`src/pkg/mfl_consts.svh`:
```
/*
 Constants for the move-or-load execution unit: encodings, access-bank split,
 software port indices and reset values. Assumes inclusion by bare name.
*/
`ifndef MFL_CONSTS_SVH
`define MFL_CONSTS_SVH

// Opcode fields
`define MFL_OPC_IOR       6'h04
`define MFL_OPC_MOVE      6'h14
`define MFL_OPC_PTR       10'h3b8
`define MFL_OPC_PTR_W2    8'hf0
`define MFL_OPC_F2F       4'hc
`define MFL_OPC_F2F_W2    4'hf
`define MFL_OPC_BANK      8'h01
`define MFL_FSR_COUNT     2'h3

// Access bank split and indexed window limit
`define MFL_ACC_LIMIT     8'h5f
`define MFL_ACC_HI_BANK   4'hf

// Data-space alias of the working register
`define MFL_W_ALIAS       12'hfe0

// Software port register indices
`define MFL_RB_CTRL       4'h0
`define MFL_RB_WREG       4'h1
`define MFL_RB_BANK       4'h2
`define MFL_RB_STATUS     4'h3
`define MFL_RB_PTR0_LO    4'h4
`define MFL_RB_PTR_LAST   4'h9

// Field positions
`define MFL_CTRL_EXT_BIT  0
`define MFL_STAT_Z_BIT    0
`define MFL_STAT_N_BIT    1

// Reset values
`define MFL_RST_W         8'h00
`define MFL_RST_BANK      4'h0
`define MFL_RST_EXT       1'b0

`endif

```
`src/pkg/mfl_pkg.sv`:
```
/*
 Types for the move-or-load execution unit.
 Assumes the constants header sits beside it.
*/
package mfl_pkg;

  typedef enum logic [1:0] {PH_Q1, PH_Q2, PH_Q3, PH_Q4} mfl_phase_t;

  typedef enum logic [2:0] {OP_NONE, OP_IOR, OP_MOVE, OP_PTR, OP_F2F,
                            OP_BANK} mfl_op_t;

  typedef struct packed {
    logic        vld;
    logic [15:0] word;
  } mfl_instr_t;

  typedef struct packed {
    logic        rd;
    logic        we;
    logic [11:0] addr;
    logic [7:0]  wdata;
  } mfl_dm_t;

  typedef struct packed {
    logic       wr;
    logic       rd;
    logic [3:0] addr;
    logic [7:0] wdata;
  } mfl_rb_t;

  typedef struct packed {
    logic [7:0] w;
    logic [7:0] bank;
    logic       n;
    logic       z;
  } mfl_view_t;

  typedef struct packed {
    mfl_phase_t phase;
  } mfl_phase_st_t;

  typedef struct packed {
    logic [7:0]        w;
    logic [3:0]        bank_sel;
    logic              n;
    logic              z;
    logic              ext_en;
    logic [2:0][11:0]  fsr;
    mfl_op_t           op;
    logic              second;
    logic              got2;
    logic              dst_f;
    logic [1:0]        sel;
    logic [7:0]        res;
    logic [11:0]       dest;
    mfl_dm_t           dm;
    logic [7:0]        rdata;
  } mfl_core_st_t;

endpackage

```
`src/rtl/mfl_phase.sv`:
```
/*
 Four-phase sequencer: one phase per clock, Q1 to Q4 and round again.
 Assumes one clock and an asynchronous active-low reset.
*/
`timescale 1ns/100ps
module mfl_phase (
  input  wire logic               clk,
  input  wire logic               rst_b,
  output mfl_pkg::mfl_phase_t     phase_o
);
  import mfl_pkg::*;

  mfl_phase_st_t q;
  mfl_phase_st_t d;

  always_comb begin
    d = q;
    case (q.phase)
      PH_Q1:   d.phase = PH_Q2;
      PH_Q2:   d.phase = PH_Q3;
      PH_Q3:   d.phase = PH_Q4;
      default: d.phase = PH_Q1;
    endcase
  end

  always_ff @(posedge clk or negedge rst_b) begin
    if (!rst_b) begin
      q <= '{phase: PH_Q1};
    end else begin
      q <= d;
    end
  end

  assign phase_o = q.phase;
endmodule // mfl_phase

```
`src/rtl/mfl_addr_res.sv`:
```
/*
 Resolves the 8-bit file field of a byte operation to a 12-bit data address.
 Assumes bank register and pointer 2 come from registered state.
*/
`timescale 1ns/100ps
`include "mfl_consts.svh"
module mfl_addr_res (
  input  wire logic [7:0]  f_i,
  input  wire logic        a_i,
  input  wire logic [3:0]  bank_i,
  input  wire logic        ext_en_i,
  input  wire logic [11:0] ptr2_i,
  output logic      [11:0] addr_o
);
  import mfl_pkg::*;

  always_comb begin
    if (a_i) begin
      addr_o = {bank_i, f_i};
    end else if (ext_en_i && (f_i <= `MFL_ACC_LIMIT)) begin
      addr_o = ptr2_i + {4'h0, f_i};
    end else if (f_i <= `MFL_ACC_LIMIT) begin
      addr_o = {4'h0, f_i};
    end else begin
      addr_o = {`MFL_ACC_HI_BANK, f_i};
    end
  end

endmodule // mfl_addr_res

```
`src/rtl/mfl_core.sv`:
```
/*
 Execution unit for OR-with-file, move-file, file-to-file move, pointer load
 and bank load, with working register, bank, flags and three pointers.
 Assumes a data memory answering a read in the clock after its strobe, and an
 instruction word presented while the sequencer sits in Q1.
*/
// Notes on behaviour
// - Opcode 000100 ORs working register with file register; N and Z follow result.
// - OR result goes to working register when d is 0, file when 1.
// - a equal 0 picks the access bank; a equal 1 uses bank register.
// - Extended mode with a 0 and f up to 5Fh indexes from pointer 2.
// - The 8-bit file field reaches any byte of the selected bank.
// - Opcode 010100 copies the file register; N and Z follow the value.
// - Move-file result to working register when d is 0, file when 1.
// - Pointer load: high part in first cycle, low byte in second cycle.
// - File-to-file move reads source in first cycle, writes destination in second.
// - File-to-file move may use working register either side; flags untouched.
// - Bank load writes low nibble; upper four bank bits read zero.
`timescale 1ns/100ps
`include "mfl_consts.svh"
module mfl_core (
  input  wire logic                clk,
  input  wire logic                rst_b,
  input  wire mfl_pkg::mfl_instr_t instr_i,
  input  wire logic [7:0]          dm_rdata_i,
  output mfl_pkg::mfl_dm_t         dm_o,
  input  wire mfl_pkg::mfl_rb_t    rb_i,
  output logic [7:0]               rb_rdata_o,
  output mfl_pkg::mfl_view_t       view_o,
  output mfl_pkg::mfl_phase_t      phase_o
);
  import mfl_pkg::*;

  mfl_core_st_t q;
  mfl_core_st_t d;
  mfl_phase_t   phase;
  mfl_phase_t   phase_q;
  logic [11:0]  rs_addr;
  logic [15:0]  word;

  assign word = instr_i.word;

  mfl_phase u_phase (
    .clk     (clk),
    .rst_b   (rst_b),
    .phase_o (phase)
  );

  mfl_addr_res u_res (
    .f_i      (word[7:0]),
    .a_i      (word[8]),
    .bank_i   (q.bank_sel),
    .ext_en_i (q.ext_en),
    .ptr2_i   (q.fsr[2]),
    .addr_o   (rs_addr)
  );

  always_comb begin
    logic [7:0] src;
    logic [7:0] res;
    logic [3:0] ridx;
    src  = (q.dest == `MFL_W_ALIAS) ? q.w : dm_rdata_i;
    res  = q.res;
    ridx = 4'h0;
    d          = q;
    d.dm.rd    = 1'b0;
    d.dm.we    = 1'b0;
    d.rdata    = 8'h00;
    case (phase)
      PH_Q1: begin
        if (instr_i.vld && q.second) begin
          if (q.op == OP_PTR && word[15:8] == `MFL_OPC_PTR_W2) begin
            d.res  = word[7:0];
            d.got2 = 1'b1;
          end else if (q.op == OP_F2F && word[15:12] == `MFL_OPC_F2F_W2) begin
            d.dest = word[11:0];
            d.got2 = 1'b1;
          end else begin
            d.op     = OP_NONE;
            d.second = 1'b0;
          end
        end else if (instr_i.vld) begin
          d.dst_f = word[9];
          if (word[15:10] == `MFL_OPC_IOR || word[15:10] == `MFL_OPC_MOVE) begin
            d.op      = (word[15:10] == `MFL_OPC_IOR) ? OP_IOR : OP_MOVE;
            d.dest    = rs_addr;
            d.dm.addr = rs_addr;
            d.dm.rd   = (rs_addr != `MFL_W_ALIAS);
          end else if (word[15:6] == `MFL_OPC_PTR && word[5:4] != `MFL_FSR_COUNT) begin
            d.op  = OP_PTR;
            d.sel = word[5:4];
            d.res = {4'h0, word[3:0]};
          end else if (word[15:12] == `MFL_OPC_F2F) begin
            d.op      = OP_F2F;
            d.dest    = word[11:0];
            d.dm.addr = word[11:0];
            d.dm.rd   = (word[11:0] != `MFL_W_ALIAS);
          end else if (word[15:8] == `MFL_OPC_BANK) begin
            d.op  = OP_BANK;
            d.res = word[7:0];
          end else begin
            d.op = OP_NONE;
          end
        end else if (!q.second) begin
          // No word and no two-word op pending: unit goes idle
          d.op = OP_NONE;
        end
      end
      PH_Q2: begin
        d.op = q.op;
      end
      PH_Q3: begin
        if (!q.second && (q.op == OP_IOR || q.op == OP_MOVE || q.op == OP_F2F)) begin
          res   = (q.op == OP_IOR) ? (q.w | src) : src;
          d.res = res;
          if (q.op != OP_F2F && q.dst_f && q.dest != `MFL_W_ALIAS) begin
            d.dm.we    = 1'b1;
            d.dm.addr  = q.dest;
            d.dm.wdata = res;
          end
        end else if (q.second && q.got2 && q.op == OP_F2F && q.dest != `MFL_W_ALIAS) begin
          d.dm.we    = 1'b1;
          d.dm.addr  = q.dest;
          d.dm.wdata = q.res;
        end
      end
      default: begin
        case (q.op)
          OP_IOR, OP_MOVE: begin
            if (!q.dst_f || q.dest == `MFL_W_ALIAS) begin
              d.w = q.res;
            end
            d.n  = q.res[7];
            d.z  = (q.res == 8'h00);
            d.op = OP_NONE;
          end
          OP_PTR: begin
            if (q.second && q.got2) begin
              d.fsr[q.sel][7:0] = q.res;
              d.second          = 1'b0;
              d.got2            = 1'b0;
              d.op              = OP_NONE;
            end else if (!q.second) begin
              d.fsr[q.sel][11:8] = q.res[3:0];
              d.second           = 1'b1;
            end
          end
          OP_F2F: begin
            if (q.second && q.got2) begin
              if (q.dest == `MFL_W_ALIAS) begin
                d.w = q.res;
              end
              d.second = 1'b0;
              d.got2   = 1'b0;
              d.op     = OP_NONE;
            end else if (!q.second) begin
              d.second = 1'b1;
            end
          end
          OP_BANK: begin
            d.bank_sel = q.res[3:0];
            d.op  = OP_NONE;
          end
          default: begin
            d.op = OP_NONE;
          end
        endcase
      end
    endcase
    // Software port; a software write lands after the instruction's own update
    if (rb_i.wr) begin
      if (rb_i.addr == `MFL_RB_CTRL) begin
        d.ext_en = rb_i.wdata[`MFL_CTRL_EXT_BIT];
      end else if (rb_i.addr == `MFL_RB_WREG) begin
        d.w = rb_i.wdata;
      end else if (rb_i.addr == `MFL_RB_BANK) begin
        d.bank_sel = rb_i.wdata[3:0];
      end
    end
    if (rb_i.rd) begin
      ridx = rb_i.addr - `MFL_RB_PTR0_LO;
      if (rb_i.addr == `MFL_RB_CTRL) begin
        d.rdata = {7'h00, q.ext_en};
      end else if (rb_i.addr == `MFL_RB_WREG) begin
        d.rdata = q.w;
      end else if (rb_i.addr == `MFL_RB_BANK) begin
        d.rdata = {4'h0, q.bank_sel};
      end else if (rb_i.addr == `MFL_RB_STATUS) begin
        d.rdata = {6'h00, q.n, q.z};
      end else if (rb_i.addr >= `MFL_RB_PTR0_LO && rb_i.addr <= `MFL_RB_PTR_LAST) begin
        d.rdata = ridx[0] ? {4'h0, q.fsr[ridx[2:1]][11:8]} : q.fsr[ridx[2:1]][7:0];
      end else begin
        d.rdata = 8'h00;
      end
    end
  end

  always_ff @(posedge clk or negedge rst_b) begin
    if (!rst_b) begin
      q <= '{w: `MFL_RST_W, bank_sel: `MFL_RST_BANK, n: 1'b0, z: 1'b0,
             ext_en: `MFL_RST_EXT, fsr: '0, op: OP_NONE, second: 1'b0, got2: 1'b0,
             dst_f: 1'b0, sel: 2'h0, res: 8'h00, dest: 12'h000,
             dm: '0, rdata: 8'h00};
      phase_q <= PH_Q1;
    end else begin
      q       <= d;
      phase_q <= phase;
    end
  end

  assign dm_o       = q.dm;
  assign rb_rdata_o = q.rdata;
  assign view_o     = '{w: q.w, bank: {4'h0, q.bank_sel}, n: q.n, z: q.z};
  assign phase_o    = phase_q;

  logic q1_byte;
  assign q1_byte = phase == PH_Q1 && instr_i.vld && !q.second &&
                   (word[15:10] == `MFL_OPC_IOR || word[15:10] == `MFL_OPC_MOVE);
endmodule // mfl_core

```
`config.mk`:
```
export PLATFORM = sky130hd
export DESIGN_NAME = mfl_core
export DESIGN_NICKNAME = d
export VERILOG_FILES = /design/src/pkg/mfl_pkg.sv /design/src/rtl/mfl_phase.sv /design/src/rtl/mfl_addr_res.sv /design/src/rtl/mfl_core.sv
export VERILOG_INCLUDE_DIRS = /design/src /design/src/pkg
export SDC_FILE = /design/constraint.sdc
export NUM_CORES = 1
export LEC_CHECK = 0
export CELL_PAD_IN_SITES_DETAIL_PLACEMENT = 1
export CELL_PAD_IN_SITES_GLOBAL_PLACEMENT = 1
export CORE_AREA = 2 2 117 119
export DETAILED_ROUTE_END_ITERATION = 12
export DIE_AREA = 0 0 119 121
export DONT_BUFFER_PORTS = 1
export MAX_ROUTING_LAYER = met4
export PLACE_DENSITY = 0.92
export SYNTH_ARGS = -nofsm -noshare
export SYNTH_HDL_FRONTEND = slang
export SYNTH_SLANG_ARGS = --single-unit
```
`constraint.sdc`:
```
create_clock -name clk -period 4.6 [get_ports clk]
set_clock_uncertainty 0.15 [all_clocks]
set_input_delay 0.46 -clock clk [delete_from_list [all_inputs] [get_ports clk]]
set_output_delay 0.46 -clock clk [all_outputs]
set_load 0.01 [all_outputs]
```
# Word level (Yosys, flattened, before mapping)
# Index checks and enable logic that the tools add are counted.
# totals
wordCells	208
input_bits	41
ff_bits	113
# classes
magnitude_cmp	6
bitwise_logic	5
muxes	81
n_addsub	2
reduce_logical	44
eq_ne	48
# ops
cell	n
$mux W12	14
$mux W8	20
$mux W21	4
$bwmux W36	2
$mux W36	2
$demux W12 S2	2
$mux W13	3
$ne A12 B12 Y1 const B	3
$pmux W8 S2	2
$mux W3	9
$ne A3 B3 Y1 const B	9
$bmux W12 S2	1
$pmux W12 S2	1
$mux W20	1
$mux W4	5
$reduce_and A5 Y1	4
$ne A2 B2 Y1 const B	8
$mux W14	1
$reduce_and A7 Y1	2
$logic_and A1 B1 Y1	13
$add A12 B8 Y12	1
$eq A12 B12 Y1 const B	1
$ne A4 B4 Y1 const B	3
$eq A10 B10 Y1 const B	1
40 further kinds	74

# Longest topological paths before layout
# logic_depth
ltp_word	10
mapped_depth	10
ltp_nobuf	9

# Modules after synthesis
# Synthesis repeated with hierarchy kept, for this count alone.
# hier_totals
cells_unflattened	687
area_unflattened_um2	7015.5
# by_module_without_submodules
mod	cells_per_inst	n_inst	area_each_um2
mfl_core	584	1	6272.3
mfl_addr_res	96	1	654.4
mfl_phase	7	1	88.8

# Least setup slack after synthesis
# OpenSTA, ideal clock, no wires.
# synth_path
path_type	input to register
from	in instr_i[0] (netlist bit)
to	reg q, in the netlist dm_o[21]
t_arrival_ns	2.408
setup_slack_ns	1.912
stages	8
setup_ns	0.130
cell_sequence	ha_1 > fa_1 > a21o_1 > a211oi_1 > nor3_1 > or4b_1 > nor4b_2 > a31oi_1
# synth_lines
element	line_no	text
start, declared	mfl_core.sv:24	input wire mfl_pkg::mfl_instr_t instr_i,
end signal, assigned	mfl_core.sv:200	q <= '{w: `MFL_RST_W, bank_sel: `MFL_RST_BANK, n: 1'b0, z: 1'b0,
end, declared	mfl_core.sv:34	mfl_core_st_t q;

# Worst setup path after layout
# layout_path
from	reg q[54] (netlist bit)
to	reg q, in the netlist dm_o[17]
# layout_via
elab_chain_len	5
word_cells_on_any_way	12
cone_classes	eq/ne (3); mux (2); reduce/logical (7)
# layout_rtl
element	line_no	text
$logic_and A1 B1 Y1 (2 in a row)	mfl_core.sv:121	end else if (q.second && q.got2 && q.op == OP_F2F && q.dest != `MFL_W_ALIAS) begin
$logic_and A1 B1 Y1 (no source line)	n/a	
$ne A3 B3 Y1 (no source line)	n/a	
$reduce_and A7 Y1 (no source line)	n/a	
# Several ways; a longest one is shown, not always the timed one.
# A chain may end at the register's enable or synchronous reset.

==> impl_metrics.yaml <==
routing:
  viasPerCell: 6.789
  drtAntennaViolNets: 0
  post-route-drc-count: 0
  wl_per_cell_um: 25.84
  drt-pass1-iter-count: 5
  routed_wl_um: 21890
  drt_iter0_drc: 532
  route.vias.total: 5750
worst_setup_path:
  r2r_slack_ns: 1.57
  rr_startpoint: "q[54]"
  endpoint_kind: "flip-flop"
  cp_max_fo: 23
  critPathRequiredTime_ns: 4.76
  cp-start-kind: "flip-flop"
  arrival_ns: 3.19
  criticalPathCategory: "reg -> reg"
  critPathLaunch: "q[54]"
die:
  die_height_um: 121
  initial_core_util_pct: 52.93
  core-area_mm2: 0.01309
  die_x_um: 119
  ios: 91
  rows: 42
  dieArea_mm2: 0.01440
cells_and_area:
  nets: 711
  area_growth_pct: 5.149
  n_antenna_cell: 0
  fill_cells: 1408
  drive_above_1_share_pct: 17.59
sta:
  setup_viol: 0
  finalSetupTns_ns: 0
  slew_headroom_pct: 34.87
  timing.fmax_ghz: 0.3306
  fin_crit_ns: 3.025
  slew_viol_final: 0
  rsz0062_at_grt: "false"
  worst_slew_pin_slew_ns: 0.9733
  fin_crit_sh_pct: 65.76
  hold_viol: 0
clock_tree:
  cts_resized: 0
  clock_path_buffers: 2
  clk_pin_slew_ns: 0.06
  cts_made_buffers: 17
  tritoncts: "yes"
  insertion_delay_ns: 0.44
  cts_root_buffer: "clkbuf_16"
  postCtsSetupBuffers: 0
  hold_buffers: 2
  cts.sinks: 113
  htree_num_levels: 4
yosys:
  ys_async_sr_fraction_pct: 100.0
  yosys.area_share.adder_pct: 2.276
  synth-xor-area-share_pct: 0.7588
  synth_enable_flop_cells: 0
  netlist_area_mm2: 0.006925
  synth_top_cell_by_area: "dfrtp_1"
  yosysWarnings: 0
  synth_commonest_cells: "dfrtp_1, nand2_1, nor2_1, buf_4, mux2_2"
  avgSynthCellArea_um2: 9.659
  synth_top_area_share_pct: 40.83
  synth_seq_cells: 113
  muxShareOfSynthArea_pct: 14.11
  yosysMostFrequentCell: "dfrtp_1"
  synth-simple-area-share_pct: 15.47
  synth_compound_area_share_pct: 18.01
  synth_top_family_by_area: "compound AO/OA/AOI/OAI gates"
  ys_seq_area_share_pct: 40.83
  synth.distinct_cells: 85
  synthCells: 717
  yosys_most_used_dff: "dfrtp_1"
  synth_area_leaders: "dfrtp_1, mux2_2, buf_4"
placed_design:
  hpwlAfterDp_um: 15140
  place_congestion: 0.9595
  portBuffers: 0
global_route:
  grt.busiest_layer: "met2"
  use_met3_pct: 8.929
  grt_usage_pct: 32.39
  grt_util_met2_pct: 52.30
  globalRouteMet1Util_pct: 37.36
  grt_max_degree: 114
  grt_pass1_vias: 6081
  grt_pass1_wl_um: 34550
  antenna_found_initial: 0
  overflow: 0
outcome:
  status: "complete, no violations"
flow_run:
  maxCapViolations: 0
power_and_ir_drop:
  pwr_density_cell_mw_per_mm2: 395.7
  ir_worst_vdd_mv: 0.2353
  total_power_w: 0.002881
  total_leakage_power_nw: 3.201
hold_path:
  hold_class: "in -> reg"
  min_from: "rb_i[0]"
-- cells in the final DEF, fill, tap and decap left out, types with 3 or more instances in the layout --
cell type | Yosys | routed
dfrtp_1 | 113 | 113
nand2_1 | 75 | 75
nor2_1 | 58 | 58
mux2_2 | 44 | 44
a21oi_1 | 37 | 37
o21ai_0 | 33 | 33
o21ai_1 | 25 | 25
a22oi_1 | 25 | 25
mux2i_1 | 17 | 17
clkbuf_16 | 0 | 17
nand3_1 | 12 | 12
inv_1 | 11 | 11
nand2b_1 | 11 | 11
ha_1 | 11 | 11
mux2_1 | 9 | 9
mux2_4 | 8 | 8
nor3_1 | 7 | 7
or3_1 | 7 | 7
a31oi_1 | 6 | 6
a21o_1 | 6 | 6
inv_6 | 0 | 6
nor2b_1 | 5 | 5
o22ai_1 | 5 | 5
a211oi_1 | 5 | 5
and3_1 | 5 | 5
nand4_1 | 5 | 5
nor4_1 | 5 | 5
xnor2_1 | 4 | 4
a22o_1 | 4 | 4
mux4_2 | 4 | 4
o21a_1 | 4 | 4
o31ai_1 | 4 | 4
conb_1 | 1 | 4
nand4b_1 | 3 | 3
a2111oi_0 | 3 | 3
a21oi_2 | 3 | 3
o211ai_1 | 3 | 3
bufinv_16 | 0 | 3
-- cell families (layout without fill, tap and decap cells) --
logic type | count (synthesis) | in the layout
simple gates | 218 | 218
compound gates | 189 | 189
flops | 113 | 113
buf+inv | 96 | 47
mux | 82 | 82
fa+ha+maj | 12 | 12
xor+xnor | 6 | 6
other cells | 1 | 4
-- critical path, stage by stage, from the launching register on --
cell and delay (ns):
dfrtp_1 0.86, nor2b_1 0.19, and3_1 0.26, o211ai_2 0.40, inv_2 0.23, o21ai_1 0.26
buf_4 0.27, nor2b_1 0.19, a21oi_1 0.07
-- state kept, by name (all words and copies together), names as in the netlist --
signal / count
q: 65
dm_o: 22
view_o: 14
rb_rdata_o: 8
phase_o: 2
u_phase.phase_o: 2
-- path summary, 6_finish.rpt --
path | endpoint | cells past startpoint
worst min register to register | phase_o[0] | 0
max in group asynchronous | q[56] | 2
min in group asynchronous | dm_o[21] | 2
worst min-delay path | view_o[10] | 2
worst max-delay path | dm_o[17] | 8
worst max register to register | dm_o[17] | 8
-- metrics by stage --
stage	util, %	instances	area (um^2)	setup slack (ns)	hold slack (ns)
2_1_floorplan	-	720	6937	1.912	0.01441
3_3_place_gp	50.60	813	6621	1.815	0.01858
3_5_place_dp	50.60	813	6621	1.684	0.01813
4_1_cts	55.65	847	7282	1.604	0.003802
5_1_grt	55.65	847	7282	1.409	0.007936
6_report	55.65	847	7282	1.575	0.01098
-- power by group --
group | internal, W | total [W] | switching [W] | leakage (nW)
Clock | 0.000869 | 0.00141 | 0.000539 | 0.300
Combinational | 0.000100 | 0.000229 | 0.000129 | 1.43
Sequential | 0.00107 | 0.00124 | 0.000177 | 1.47
Total | 0.00204 | 0.00288 | 0.000845 | 3.20
-- layout make-up --
type	instances	area, um^2	area share (%)
multi-input combinational	511	3521	48.35
sequential	113	2828	38.83
clock buffer	17	425.4	5.842
tap	176	220.2	3.024
clock inverter	15	197.7	2.715
timing repair buffer	3	45.04	0.6186
inverter	12	45.04	0.6186
-- metal layers --
metal | part of all wire (%) | wire (um) | vias to the layer above
met3 | 7.5 | 1644 | 80
li1 | - | - | 2429
met1 | 39 | 8480 | 2963
met5 | 0 | 0 | -
met2 | 50 | 10880 | 278
met4 | 4.0 | 881 | 0
Power figures use the tool's default switching activity.
